===== config.mk =====
export PLATFORM = sky130hd
export DESIGN_NAME = stg_gate_top
export DESIGN_NICKNAME = d
export VERILOG_FILES = /design/src/hw/stg_pkg.sv /design/src/hw/stg_gate_top.sv /design/src/hw/stg_port_gate.sv
export SDC_FILE = /design/constraint.sdc
export NUM_CORES = 1
export LEC_CHECK = 0
export ABC_AREA = 1
export BUFFER_PORTS_ARGS = -buffer_cell sky130_fd_sc_hd__buf_2
export CAP_MARGIN = 20
export CORE_AREA = 2 2 82 84
export DETAILED_ROUTE_END_ITERATION = 10
export DIE_AREA = 0 0 84 86
export PLACE_DENSITY_LB_ADDON = 0.2
export SLEW_MARGIN = 20
export SYNTH_ARGS = -nofsm -noshare
export SYNTH_HDL_FRONTEND = slang
export SYNTH_SLANG_ARGS = --single-unit

===== constraint.sdc =====
create_clock -name core_clk -period 1.3 [get_ports core_clk]
set_input_delay 0.065 -clock core_clk [delete_from_list [all_inputs] [get_ports core_clk]]
set_output_delay 0.065 -clock core_clk [all_outputs]
set_load 0.03 [all_outputs]

===== src/hw/stg_pkg.sv =====
// Constants for the spanning tree port state gate
package stg_pkg;

  // Register indices; byte address is four times the index
  localparam int unsigned IDX_STATUS  = 1;
  localparam int unsigned IDX_GCTRL2  = 2;
  localparam int unsigned IDX_P1CTRL  = 18;
  localparam int unsigned IDX_P2CTRL  = 34;
  localparam int unsigned ADDR_W      = 8;
  localparam logic [7:0]  ADR_STATUS  = 8'(IDX_STATUS * 4);
  localparam logic [7:0]  ADR_GCTRL2  = 8'(IDX_GCTRL2 * 4);
  localparam logic [7:0]  ADR_P1CTRL  = 8'(IDX_P1CTRL * 4);
  localparam logic [7:0]  ADR_P2CTRL  = 8'(IDX_P2CTRL * 4);

  // Port control fields
  localparam int unsigned CTL_TX_BIT  = 2;
  localparam int unsigned CTL_RX_BIT  = 1;
  localparam int unsigned CTL_LD_BIT  = 0;
  localparam logic [2:0]  CTL_RST     = 3'h6;

  // Global control 2 fields
  localparam int unsigned GC2_FLDYN_BIT = 5;
  localparam int unsigned GC2_FLSTA_BIT = 4;
  localparam logic [7:0]  GC2_RST       = 8'h00;
  localparam logic [7:0]  GC2_SELFCLR   = 8'h30;

  // Destination mask bits
  localparam int unsigned MSK_P1   = 0;
  localparam int unsigned MSK_P2   = 1;
  localparam int unsigned MSK_HOST = 2;

  // Ingress source codes
  localparam logic [1:0] SRC_P1   = 2'h0;
  localparam logic [1:0] SRC_P2   = 2'h1;
  localparam logic [1:0] SRC_HOST = 2'h2;

  // Tail tag destination codes from the processor
  localparam logic [1:0] TAG_LOOKUP = 2'h0;
  localparam logic [1:0] TAG_P1     = 2'h1;
  localparam logic [1:0] TAG_P2     = 2'h2;
  localparam logic [1:0] TAG_BOTH   = 2'h3;

  // Bus responses
  localparam logic [1:0] RESP_OKAY   = 2'h0;
  localparam logic [1:0] RESP_SLVERR = 2'h2;

endpackage


===== src/hw/stg_gate_top.sv =====
// Spanning tree port state gating with AXI4-Lite registers
// Operation
// - Port 3 is the processor port and is never gated by port state.
// - Each network port has transmit, receive and learning-disable bits.
// - With transmit and receive off, user frames are neither taken nor sent.
// - Override-bit static matches still reach the processor port.
// - Learning disable set means no source address learning on the port.
// - Learning state learns but forwards only processor traffic.
// - Forwarding state receives, forwards and learns normally.
// - Rapid discarding uses the same off, off, no-learn setting.
// - Global control 2 bits 5 and 4 flush table entries of ports with learning disable set.
// - Tail tag 00 lookup, 01 port 1, 10 port 2, 11 both; bit 0 source.
`timescale 1ns/1ns
module stg_gate_top (
  input  wire logic        core_clk,
  input  wire logic        rstn,
  input  wire logic [7:0]  s_axi_awaddr,
  input  wire logic        s_axi_awvalid,
  output logic             s_axi_awready,
  input  wire logic [31:0] s_axi_wdata,
  input  wire logic [3:0]  s_axi_wstrb,
  input  wire logic        s_axi_wvalid,
  output logic             s_axi_wready,
  output logic [1:0]       s_axi_bresp,
  output logic             s_axi_bvalid,
  input  wire logic        s_axi_bready,
  input  wire logic [7:0]  s_axi_araddr,
  input  wire logic        s_axi_arvalid,
  output logic             s_axi_arready,
  output logic [31:0]      s_axi_rdata,
  output logic [1:0]       s_axi_rresp,
  output logic             s_axi_rvalid,
  input  wire logic        s_axi_rready,
  input  wire logic [1:0]  frameBusy,
  input  wire logic        lkValid,
  input  wire logic [1:0]  lkSrc,
  input  wire logic [2:0]  lkDstMask,
  input  wire logic        lkStaticOvr,
  input  wire logic [1:0]  lkHostTag,
  output logic             fwdValid,
  output logic [2:0]       fwdMask,
  output logic             fwdTailSrc,
  output logic             learnValid,
  output logic             learnPort,
  output logic [1:0]       flushDyn,
  output logic [1:0]       flushSta
);
  import stg_pkg::*;
  logic [2:0]  p1Ctl_ff, p2Ctl_ff, fwdMask_ff, nxt_fwdMask;
  logic [7:0]  gc2_ff, awAddr_ff;
  logic [1:0]  effTx, effRx, effLd, pending, bresp_ff, rresp_ff;
  logic [1:0]  flushDyn_ff, flushSta_ff;
  logic [31:0] wData_ff, rdata_ff;
  logic        awready_ff, wready_ff, bvalid_ff, awGot_ff, wGot_ff;
  logic        wStrb0_ff, arready_ff, rvalid_ff, doWrite;
  logic        fwdValid_ff, fwdTailSrc_ff, learnValid_ff, learnPort_ff;
  logic        nxt_learn, srcIdx, othIdx;
  // Address decode shared by both bus paths
  function automatic logic [2:0] regSel(input logic [7:0] a);
    case (a)
      ADR_STATUS: regSel = 3'h1;
      ADR_GCTRL2: regSel = 3'h2;
      ADR_P1CTRL: regSel = 3'h3;
      ADR_P2CTRL: regSel = 3'h4;
      default:    regSel = 3'h0;
    endcase
  endfunction

  for (genvar g = 0; g < 2; g++) begin : g_port
    stg_port_gate u_gate (
      .core_clk  (core_clk),
      .rstn      (rstn),
      .cfgTx     (g == 0 ? p1Ctl_ff[CTL_TX_BIT] : p2Ctl_ff[CTL_TX_BIT]),
      .cfgRx     (g == 0 ? p1Ctl_ff[CTL_RX_BIT] : p2Ctl_ff[CTL_RX_BIT]),
      .cfgLd     (g == 0 ? p1Ctl_ff[CTL_LD_BIT] : p2Ctl_ff[CTL_LD_BIT]),
      .frameBusy (frameBusy[g]),
      .effTx     (effTx[g]),
      .effRx     (effRx[g]),
      .effLd     (effLd[g]),
      .pending   (pending[g])
    );
  end

  // Write channel: one write at a time, address and data in any order
  always_ff @(posedge core_clk) begin
    if (!rstn) begin
      awready_ff <= 1'b1;
      wready_ff  <= 1'b1;
      bvalid_ff  <= 1'b0;
      bresp_ff   <= RESP_OKAY;
      awGot_ff   <= 1'b0;
      wGot_ff    <= 1'b0;
      awAddr_ff  <= 8'h00;
      wData_ff   <= 32'h00000000;
      wStrb0_ff  <= 1'b0;
    end else begin
      if (s_axi_awvalid && awready_ff) begin
        awAddr_ff  <= s_axi_awaddr;
        awGot_ff   <= 1'b1;
        awready_ff <= 1'b0;
      end
      if (s_axi_wvalid && wready_ff) begin
        wData_ff  <= s_axi_wdata;
        wStrb0_ff <= s_axi_wstrb[0];
        wGot_ff   <= 1'b1;
        wready_ff <= 1'b0;
      end
      if (doWrite) begin
        bvalid_ff <= 1'b1;
        bresp_ff  <= (regSel(awAddr_ff) inside {3'h2, 3'h3, 3'h4}) ?
                     RESP_OKAY : RESP_SLVERR;
        awGot_ff  <= 1'b0;
        wGot_ff   <= 1'b0;
      end
      if (bvalid_ff && s_axi_bready) begin
        bvalid_ff  <= 1'b0;
        awready_ff <= 1'b1;
        wready_ff  <= 1'b1;
      end
    end
  end
  assign doWrite = awGot_ff && wGot_ff && !bvalid_ff;
  always_ff @(posedge core_clk) begin
    if (!rstn) begin
      p1Ctl_ff <= CTL_RST;
      p2Ctl_ff <= CTL_RST;
      gc2_ff   <= GC2_RST;
    end else if (doWrite && wStrb0_ff) begin
      if (regSel(awAddr_ff) == 3'h3) p1Ctl_ff <= wData_ff[2:0];
      if (regSel(awAddr_ff) == 3'h4) p2Ctl_ff <= wData_ff[2:0];
      if (regSel(awAddr_ff) == 3'h2) gc2_ff <= wData_ff[7:0] & ~GC2_SELFCLR;
    end
  end
  // flush pulses to ports not learning
  always_ff @(posedge core_clk) begin
    if (!rstn) begin
      flushDyn_ff <= 2'b00;
      flushSta_ff <= 2'b00;
    end else begin
      flushDyn_ff <= {2{doWrite && wStrb0_ff && regSel(awAddr_ff) == 3'h2
                       && wData_ff[GC2_FLDYN_BIT]}} & effLd;
      flushSta_ff <= {2{doWrite && wStrb0_ff && regSel(awAddr_ff) == 3'h2
                       && wData_ff[GC2_FLSTA_BIT]}} & effLd;
    end
  end
  // Read channel: answer one cycle after the address is taken
  always_ff @(posedge core_clk) begin
    if (!rstn) begin
      arready_ff <= 1'b1;
      rvalid_ff  <= 1'b0;
      rdata_ff   <= 32'h00000000;
      rresp_ff   <= RESP_OKAY;
    end else if (s_axi_arvalid && arready_ff) begin
      arready_ff <= 1'b0;
      rvalid_ff  <= 1'b1;
      rresp_ff   <= RESP_OKAY;
      unique case (regSel(s_axi_araddr))
        3'h1: rdata_ff <= {24'h000000, pending, effTx[1], effRx[1],
                           effLd[1], effTx[0], effRx[0], effLd[0]};
        3'h2: rdata_ff <= {24'h000000, gc2_ff};
        3'h3: rdata_ff <= {29'h00000000, p1Ctl_ff};
        3'h4: rdata_ff <= {29'h00000000, p2Ctl_ff};
        default: begin
          rdata_ff <= 32'h00000000;
          rresp_ff <= RESP_SLVERR;
        end
      endcase
    end else if (rvalid_ff && s_axi_rready) begin
      rvalid_ff  <= 1'b0;
      arready_ff <= 1'b1;
    end
  end
  assign srcIdx = (lkSrc == SRC_P2);
  assign othIdx = ~srcIdx;
  // Forwarding decision for one looked-up frame
  always_comb begin
    nxt_fwdMask = 3'b000;
    nxt_learn   = 1'b0;
    if (lkSrc == SRC_HOST) begin
      unique case (lkHostTag)
        TAG_LOOKUP: nxt_fwdMask = lkDstMask & {1'b0, effTx};
        TAG_P1:     nxt_fwdMask = 3'b001;
        TAG_P2:     nxt_fwdMask = 3'b010;
        TAG_BOTH:   nxt_fwdMask = 3'b011;
      endcase
    end else if (lkSrc == SRC_P1 || lkSrc == SRC_P2) begin
      if (effRx[srcIdx]) begin
        nxt_fwdMask = lkDstMask;
        nxt_fwdMask[othIdx] = lkDstMask[othIdx] && effTx[othIdx];
      end else if (lkStaticOvr && lkDstMask[MSK_HOST]) begin
        nxt_fwdMask = 3'b100;
      end
      nxt_fwdMask[srcIdx] = 1'b0;
      nxt_learn = !effLd[srcIdx];
    end
  end
  // Decision outputs registered one cycle after lookup
  always_ff @(posedge core_clk) begin
    if (!rstn) begin
      fwdValid_ff   <= 1'b0;
      fwdMask_ff    <= 3'b000;
      fwdTailSrc_ff <= 1'b0;
      learnValid_ff <= 1'b0;
      learnPort_ff  <= 1'b0;
    end else begin
      fwdValid_ff   <= lkValid;
      fwdMask_ff    <= lkValid ? nxt_fwdMask : 3'b000;
      fwdTailSrc_ff <= lkValid && (lkSrc == SRC_P2);
      learnValid_ff <= lkValid && nxt_learn;
      learnPort_ff  <= srcIdx;
    end
  end
  assign s_axi_awready = awready_ff;
  assign s_axi_wready  = wready_ff;
  assign s_axi_bvalid  = bvalid_ff;
  assign s_axi_bresp   = bresp_ff;
  assign s_axi_arready = arready_ff;
  assign s_axi_rvalid  = rvalid_ff;
  assign s_axi_rdata   = rdata_ff;
  assign s_axi_rresp   = rresp_ff;
  assign fwdValid      = fwdValid_ff;
  assign fwdMask       = fwdMask_ff;
  assign fwdTailSrc    = fwdTailSrc_ff;
  assign learnValid    = learnValid_ff;
  assign learnPort     = learnPort_ff;
  assign flushDyn      = flushDyn_ff;
  assign flushSta      = flushSta_ff;
endmodule // stg_gate_top


===== src/hw/stg_port_gate.sv =====
// Per-port state holder that applies new settings between frames
`timescale 1ns/1ns
module stg_port_gate (
  input  wire logic core_clk,
  input  wire logic rstn,
  input  wire logic cfgTx,
  input  wire logic cfgRx,
  input  wire logic cfgLd,
  input  wire logic frameBusy,
  output logic      effTx,
  output logic      effRx,
  output logic      effLd,
  output logic      pending
);
  import stg_pkg::*;

  logic effTx_ff;
  logic effRx_ff;
  logic effLd_ff;
  logic pending_ff;

  always_ff @(posedge core_clk) begin
    if (!rstn) begin
      effTx_ff <= CTL_RST[CTL_TX_BIT];
      effRx_ff <= CTL_RST[CTL_RX_BIT];
      effLd_ff <= CTL_RST[CTL_LD_BIT];
    end else if (!frameBusy) begin
      effTx_ff <= cfgTx;
      effRx_ff <= cfgRx;
      effLd_ff <= cfgLd;
    end
  end

  // Flags a setting still waiting for the frame to end
  always_ff @(posedge core_clk) begin
    if (!rstn) begin
      pending_ff <= 1'b0;
    end else begin
      pending_ff <= frameBusy &&
        ({cfgTx, cfgRx, cfgLd} != {effTx_ff, effRx_ff, effLd_ff});
    end
  end

  assign effTx   = effTx_ff;
  assign effRx   = effRx_ff;
  assign effLd   = effLd_ff;
  assign pending = pending_ff;
endmodule // stg_port_gate

Word level (Yosys, flattened, before mapping) --
Cells that the tools add are included.
Operators by class: add/sub/neg operators 0, multiply operators 0, div/mod/pow operators 0, magnitude comparators 6, eq/ne operators 26, shifts and indexed selects 0, multiplexer cells 38, bitwise gates (word level) 7, reduce and logical (&&, ||, !) cells 33
Operator list (count):
- 3-bit two-way mux | 13
- 3-bit one-hot mux with 4 select lines | 3
- 8-bit one-hot mux with 4 select lines | 1
- 3-bit by 2-bit == test with 1-bit output (second input constant) | 7
- 1-bit logical AND | 19
- 8-bit by 3-bit == test with 1-bit output (second input constant) | 2
- 8-bit by 4-bit == test with 1-bit output (second input constant) | 2
- 8-bit by 7-bit == test with 1-bit output (second input constant) | 2
- 8-bit == test (second input constant) | 2
- 1-bit two-way mux | 16
- 3-bit == test (second input constant) | 3
- 2-bit AND reduction | 4
- 2-bit == test (second input constant) | 3
- 1-bit by 3-bit < comparator with 1-bit output (second input constant) | 2
- 3-bit != test | 2
- 2-bit AND | 2
- 2-bit by 1-bit == test with 1-bit output (second input constant) | 2
- 2-bit logical NOT | 2
- 1-bit by 2-bit < comparator with 1-bit output (second input constant) | 2
- 2-bit two-way mux | 2
- 2-bit OR reduction | 2
- 4-bit OR reduction | 1
- 3-bit by 2-bit AND with 3-bit output | 1
- 3-bit AND | 1
- other kinds (10) | 14
Storage, ports and cells: bits in registers 91, latch bits 0, memory bits (writable) 0, ROM bits 0, input port bits 70, output and inout port bits 52, word-level logic and storage cells 141, memories kept 0

Longest topological paths before layout --
Gate-level depths: netlist (run 1).
depth after elaboration 13, depth in mapped cells 9, mapped depth without buffers 8

Cells and area by module --
A second synthesis (run 1) with hierarchy kept.
Second synthesis, totals: cells, all modules 402, area total of the unflattened synthesis 2954.1 um2
Modules (own cells, without submodules):
- stg_gate_top | instances 1, cells each 342, area an instance 2576.2 um2, seq. area each 1141.1 um2
- stg_port_gate | instances 2, cells each 30, area an instance 188.9 um2, seq. area each 80.1 um2

Worst setup path before layout (run 1) --
No wires, ideal clock.
path kind register to register, from reg bvalid_ff, in the netlist s_axi_bvalid, to reg p2Ctl_ff[1], setup time 0.136 ns, arrival time 1.146 ns, data required time 1.164 ns, path slack 0.018 ns, stages on the path, launching flop included 9, buffers on the path 0, period minus slack after synthesis 1.282 ns, path through dfxtp_1 > inv_2 > nand3_4 > nor2_8 > inv_4 > nor2_4 > inv_2 > nand2_1 > o211ai_2
Between the ends: cells in the longest elaborated chain, start to end 4
RTL lines:
- start, declared | line stg_gate_top.sv:54 | logic awready_ff, wready_ff, bvalid_ff, awGot_ff, wGot_ff;
- start signal, assigned | line stg_gate_top.sv:89 | bvalid_ff <= 1'b0;
- start signal, assigned | line stg_gate_top.sv:109 | bvalid_ff <= 1'b1;
- start signal, assigned | line stg_gate_top.sv:116 | bvalid_ff <= 1'b0;
- 1-bit logical NOT | line stg_gate_top.sv:122 | assign doWrite = awGot_ff && wGot_ff && !bvalid_ff;
- 1-bit logical AND | line stg_gate_top.sv:122
- 1-bit logical AND | line stg_gate_top.sv:128 | end else if (doWrite && wStrb0_ff) begin
- 2-bit AND reduction (no line)
- end signal, assigned | line stg_gate_top.sv:130 | if (regSel(awAddr_ff) == 3'h4) p2Ctl_ff <= wData_ff[2:0];
- end, declared | line stg_gate_top.sv:49 | logic [2:0] p1Ctl_ff, p2Ctl_ff, fwdMask_ff, nxt_fwdMask;
Every way passes these cells. A chain may end at the register's enable or synchronous reset.

Final worst setup path (run 1) --
from reg awAddr_ff[1], to reg p1Ctl_ff[0]
Between the ends: cells in the longest elaborated chain, start to end 6, elaborated cells between the ends (all ways) 9, those cells by class 5 x eq/ne; 3 x mux; 1 x reduce/logical
RTL lines:
- start, declared | line stg_gate_top.sv:50 | logic [7:0] gc2_ff, awAddr_ff;
- start signal, assigned | line stg_gate_top.sv:98 | awAddr_ff <= s_axi_awaddr;
- 8-bit == test (tied with other cells) | line stg_gate_top.sv:60 | case (a)
- 3-bit one-hot mux with 4 select lines * | line stg_gate_top.sv:60
- 3-bit two-way mux * | line stg_gate_top.sv:128
- 3-bit two-way mux * | line stg_gate_top.sv:124 | if (!rstn) begin
- 3-bit by 2-bit == test with 1-bit output * | line stg_gate_top.sv:129 | if (regSel(awAddr_ff) == 3'h3) p1Ctl_ff <= wData_ff[2:0];
- 2-bit AND reduction (no line) *
- end signal, assigned | line stg_gate_top.sv:129
- end, declared | line stg_gate_top.sv:49
Mark *: on every way between the ends. The rest lies on a longest branch, timed or not. The select of a mux whose other input is x is not followed.

==> results of run 1 <==
## per-stage QoR
step                total power (uW)  hold slack [ns]  utilization [%]
CTS                             4320        0.0000399             58.3
detailed placement              2820            0.315             52.9
finish                          4310           0.0124             59.7
global route                    4530          0.00827             59.7
floorplan                       2680            0.159                -
global placement                2800            0.306             52.9
## final timing paths
check,startpoint,end,slack (ns),depth (start not counted)
max,awAddr_ff[1]$_SDFFE_PN0P_,p1Ctl_ff[0]$_SDFFE_PN0P_,0.07,8
max reg2reg,awAddr_ff[1]$_SDFFE_PN0P_,p1Ctl_ff[0]$_SDFFE_PN0P_,0.07,8
min reg2reg,s_axi_rresp[1]$_SDFFE_PN0P_,s_axi_rresp[1]$_SDFFE_PN0P_,0.46,2
min,s_axi_awaddr[2],awAddr_ff[2]$_SDFFE_PN0P_,0.01,3
## critical path: stages (launching register included)
cell     delay (ns)
dfxtp_2        0.32
inv_2          0.07
nand2_4        0.05
nor2_4         0.16
nand4_1        0.16
nor2_4         0.18
inv_2          0.05
nand2_1        0.07
a21oi_2        0.05
## cells in the mapped netlist (all sizes together)
cell type | n | area (sq um)
a21boi | 1 | 7.51
a21oi | 33 | 169
a311oi | 1 | 8.76
a31oi | 1 | 6.26
buf | 31 | 230
clkbuf | 7 | 26.3
conb | 1 | 3.75
dfxtp | 65 | 1300
inv | 37 | 141
nand2 | 76 | 293
nand3 | 32 | 203
nand4 | 9 | 56.3
nor2 | 38 | 214
nor3 | 5 | 25.0
nor4 | 2 | 27.5
o211ai | 2 | 25.0
o21ai | 29 | 145
o31ai | 1 | 7.51
o32ai | 1 | 8.76
xnor2 | 6 | 52.6
## sequential cells by signal, summed over array words and instances (netlist names), 3 cells and up
register	count
awAddr_ff	8
s_axi_rdata	8
wData_ff	8
gc2_ff	6
fwdMask	3
p1Ctl_ff	3
p2Ctl_ff	3
## logic make-up after synthesis
kind of cell	synth area share, %
and+or+nand+nor	27.7
buffers and inverters	13.5
xor gates and xnor gates	1.78
AOI/OAI and AO/OA	12.8
other	0.127
DFF	44.1
## cell type report
cell class / instances / area share [%]
Tap cell: 77 / 2.57
Clock buffer: 12 / 3.87
Sequential cell: 65 / 34.8
Timing Repair Buffer: 103 / 17.7
Clock inverter: 3 / 0.467
Inverter: 37 / 3.77
Multi-Input combinational cell: 263 / 36.8
## routing by layer
metal  routed length (microns)  part of all wire (%)  vias to the layer above
li1                          -                     -                     1388
met4                       110                   1.8                        0
met1                      2780                    44                     1160
met2                      3070                    49                       77
met5                         0                     0                        -
met3                       298                   4.8                        9
## timing repair
| action | CTS | global route |
|---|---|---|
| gates resized for setup | 1 | 14 |
| pin swaps | 0 | 6 |
| endpoints found under the setup margin | 4 | 12 |
| endpoints found under the hold margin | 18 | 0 |
| hold buffers | 17 | 0 |
| buffers inserted | 0 | 7 |
## report_power, final
| group | leakage (uW) | internal (uW) | switching, uW |
|---|---|---|---|
| Sequential | 0.000534 | 2080 | 70.1 |
| Combinational | 0.00115 | 254 | 438 |
| Clock | 0.0000822 | 729 | 737 |
==> results.txt, run 1 <==
Outcome = completed
Initial antenna violation count = 0
CP max FO = 4
CTS Buf Count = 9
Cells after Synth = 378
FF+latch area = 0.00131 sq mm
Syn Std Cell Area = 0.00295 sq mm
Overall routing resource usage = 17.6%
FF+latch count, synth = 65
Tmin final = 1.23 ns
GRT overflow = 0
Routed length per instance = 11.2 microns
Vias in the first global route = 2368
Htree depth = 3
# nets final = 549
YS warnings = 0
Vias post-DR = 2634
RSZ-0062 raised after global routing = true
CP endpoint kind = register
Hold Crit Class = input port to register
Core ar. = 0.00628 sq mm
Detailed-route DRC error count = 0
Fmax = 816 MHz
TritonCTS Sinks = 65
Layout cells sized above 1 = 28.0%
CTS tree = yes
Detailed placement HPWL = 4540 microns
Largest net degree at the start of global routing = 26
Input/output buffers = 68
Post-synthesis to final-layout area growth = 27.0%
Mean post-synth cell area = 7.81 sq um
Gr busiest metal = met2
Post-Place Cells = 521
Total Wirelength = 6260 microns
Max cap viols = 0
WS Path Type = register to register
Number of vias per cell = 4.70
Setup slack after layout = 0.0740 ns
GPL Wtd Cong = 0.827
Pre-antenna DRT Iters = 4
Fin cells = 560
Design area = 0.00375 sq mm
Ports = 122
Fin. Hold Viols = 0
GR met2 Demand/Resource = 30.9%
Max VDD drop = 0.686 mV
Final Setup Violations = 0
Row count = 29
Die span in x = 84 microns
WP data required = 1.51 ns
Critical path launch point type = register
Worst-path clk slew = 0.07 ns
Met3 GRT Util = 4.33%
Die H = 86 microns
Clock latency on the worst-skew pair = 0.33 ns
Period utilization = 94.3%
CP Data Arrival Time = 1.43 ns
Area after DPL = 0.00332 sq mm
First-pass GRT wire length = 10300 microns
Pwr/cell area = 1150 mW/mm^2
Register area share after synthesis = 44.1%
Longest Clk Path Bufs = 2
Multi-input gate area = 0.00138 sq mm
Antenna viol nets, final = 0
Most frequent cells in the layout = nand2_1 (71), buf_2 (68), dfxtp_1 (61)
Count of cell types in the netlist = 34
DRT iter0 DRCs = 158
Leading cell type in the layout, fill and taps excluded = nand2_1
Slew Limit Fails = 0
Met1 Use GR = 20.7%
Fill count = 618
CTS root buf = clkbuf_8
Final setup skew = 0.00656 ns
Antenna Cells = 0
TNS Setup = 0 ns
Starting Density = 47.0%
Worst Setup Slack post-DPL = -0.0146 ns
Leakage power = 0.00177 uW
Die area = 0.00722 sq mm
Note: power is estimated with default switching activity, not from simulation.
==> inputs of run 2 (changes only) <==
CELL_PAD_IN_SITES_DETAIL_PLACEMENT = 0   (was default)
CELL_PAD_IN_SITES_GLOBAL_PLACEMENT = 1   (was default)
CORE_AREA = 2 2 98 100   (was 2 2 82 84)
DIE_AREA = 0 0 100 102   (was 0 0 84 86)
GPL_TIMING_DRIVEN = 0   (was default)
==> run 2 against run 1 <==
Compared with the run above:
- clock power decreased by 3%
- sequential cell count stayed put
- sequential power about the same
- combinational power increased by 8.8%
- clock-buffer cell count did not move
- worst hold slack improved by 0.0051 ns
- first-iteration DRC count fell by 35%
- utilization down 16 points
- die area grew 41%
- final area up 6.8%
- fmax down 5.2%
- highest routed layer unchanged
==> results.txt, run 2 (synthesis results as in run 1) <==
Outcome = completed
Area after DPL = 0.00352 sq mm (+6.0%)
Vias in the first global route = 2532 (+6.9%)
Buf+Inv Stages, Crit Path = 3 (+1)
Layout cells sized above 1 = 31.4% (+3.5 points)
# nets final = 584 (+6.4%)
GPL Wtd Cong = 0.763 (-7.7%)
Post-synthesis to final-layout area growth = 35.7%
RSZ-0062 raised after global routing = true
Power Total = 4330 uW (+0.47%)
Clock latency on the worst-skew pair = 0.34 ns (about the same)
Design area = 0.00401 sq mm (+6.8%)
Initial antenna violation count = 0 (unchanged)
Worst-Margin Slew = 0.628 ns
WP data required = 1.49 ns (-0.02 ns)
Critical path launch point type = register
Antenna Cells = 0 (unchanged)
Pwr/cell area = 1080 mW/mm^2 (-5.9%)
WS Path Type = register to register
CTS Buf Count = 9 (unchanged)
GRT overflow = 0 (unchanged)
Max cap viols = 0 (unchanged)
Hold Crit Class = input port to register
CP Data Arrival Time = 1.48 ns (+0.05 ns)
Pre-antenna DRT Iters = 4 (unchanged)
First-pass GRT wire length = 11500 microns (+12%)
DRT iter0 DRCs = 102 (-35%)
CTS root buf = clkbuf_8
Setup slack after layout = 0.00688 ns (-0.0671 ns)
Final setup skew = 0.00827 ns (+0.00171 ns)
Longest Clk Path Bufs = 2 (unchanged)
TritonCTS Sinks = 65 (unchanged)
TNS Setup = 0 ns (unchanged)
Total Wirelength = 7100 microns (+13%)
Slew HR = 58.1%
CP cell instances = inv_2 -> nand2_4 -> nor2_4 -> buf_4 -> nand4_1 -> nor2_4 -> inv_2 -> nand2_1 -> nand3_1
Max VDD drop = 0.615 mV (-10%)
Tmin final = 1.29 ns (+0.0671 ns)
Routed length per instance = 11.3 microns (+0.79%)
Die span in x = 100 microns (+19%)
Worst-path clk slew = 0.07 ns (about the same)
Largest net degree at the start of global routing = 11 (-58%)
Worst Setup Slack post-DPL = -0.0420 ns (-0.0275 ns)
CP peak stage delay = 0.32 ns (about the same)
CP endpoint kind = register
Slew Limit Fails = 0 (unchanged)
CTS tree = yes
Fin. Hold Viols = 0 (unchanged)
Vias post-DR = 2707 (+2.8%)
Ports = 122 (unchanged)
Input/output buffers = 67 (-1.5%)
Die H = 102 microns (+19%)
Core ar. = 0.00911 sq mm (+45%)
CP max FO = 3 (-1)
Die area = 0.0102 sq mm (+41%)
Antenna viol nets, final = 0 (unchanged)
Detailed placement HPWL = 5280 microns (+16%)
Period utilization = 99.5% (+5.2 points)
Htree depth = 3 (unchanged)
Fmax = 773 MHz (-5.2%)
Number of vias per cell = 4.30 (-8.6%)
Starting Density = 32.4% (-15 points)
Overall routing resource usage = 14.3% (-3.4 points)
Detailed-route DRC error count = 0 (unchanged)
Leakage power = 0.00193 uW (+8.9%)
Most frequent cells in the layout = buf_2 (68), nand2_1 (68), dfxtp_1 (60)
Row count = 35 (+21%)
CP max stage cell = dfxtp_2
CP top delay family = simple AND/OR/NAND/NOR gates
Final Setup Violations = 0 (unchanged)
## run 2: cell types whose count changed in the layout (fill, tap and decap cells not counted), moves of 2 or more
| cell | before | now |
|---|---|---|
| nor3_1 | 3 | 5 |
| clkinv_2 | 2 | 4 |
| nand2_1 | 71 | 68 |
| nand2_2 | 4 | 7 |
| dlygate4sd3_1 | 17 | 19 |
| clkbuf_1 | 2 | 9 |
| nor3_2 | 2 | 0 |
| buf_4 | 16 | 42 |
## run 2: worst paths after layout
| check | slack (ns) | end | start | cells after the start |
|---|---|---|---|---|
| worst max-delay path | 0.007 | p1Ctl_ff[2]$_SDFFE_PN1P_ | awAddr_ff[1]$_SDFFE_PN0P_ | 9 |
| worst min-delay path | 0.02 | wData_ff[5]$_SDFFE_PN0P_ | s_axi_wdata[5] | 3 |
| worst max register to register | 0.007 | p1Ctl_ff[2]$_SDFFE_PN1P_ | awAddr_ff[1]$_SDFFE_PN0P_ | 9 |
| worst min register to register | 0.47 | s_axi_rdata[0]$_SDFFE_PN0P_ | s_axi_rdata[0]$_SDFFE_PN0P_ | 2 |
## run 2: what timing repair did
action / CTS / global route
pin swaps: 1 / 7
resized for setup: 1 / 16
setup buffers: 3 / 11
hold endpoints to repair: 19 / 0
hold buffers: 19 / 0
endpoints found under the setup margin: 11 / 17
## run 2: per-stage QoR
step                      util (%)  hold WS, ns  cells
after floorplan                  -        0.159    403
after global placement        38.6        0.308    581
after detailed placement      38.6        0.310    581
after CTS                     42.7     0.000273    619
after global routing          44.0       0.0173    630
final                         44.0       0.0175    630
## run 2: worst reg2reg max path, cell delays in order, from the launching register on
cell     delay, ns
dfxtp_2       0.32
inv_2         0.07
nand2_4       0.06
nor2_4        0.11
buf_4         0.11
nand4_1       0.13
nor2_4        0.18
inv_2         0.06
nand2_1       0.06
nand3_1       0.07
## run 2: metal layers
| layer | GRT usage [%] | vias up | share of wire (%) |
|---|---|---|---|
| li1 | - | 1452 | - |
| met1 | 16.9 | 1175 | 47 |
| met2 | 24.8 | 70 | 47 |
| met3 | 4.72 | 10 | 5.1 |
| met4 | 4.32 | 0 | 1.1 |
| met5 | 0 | - | 0 |
## run 2: final cells by class
type,instances,area [sq um]
Buffer,38,258
Clock buffer,12,135
Clock inverter,4,20.0
Fill cell,981,5100
Inverter,37,144
Multi-Input combinational cell,263,1370
Sequential cell,65,1310
Tap cell,111,139
Timing Repair Buffer,100,631
## run 2: power by group
part           switching (uW)  total (uW)  leakage, uW  internal (uW)
Clock                     743        1420    0.0000839            681
Combinational             452         754      0.00131            302
Sequential               69.7        2150     0.000534           2080
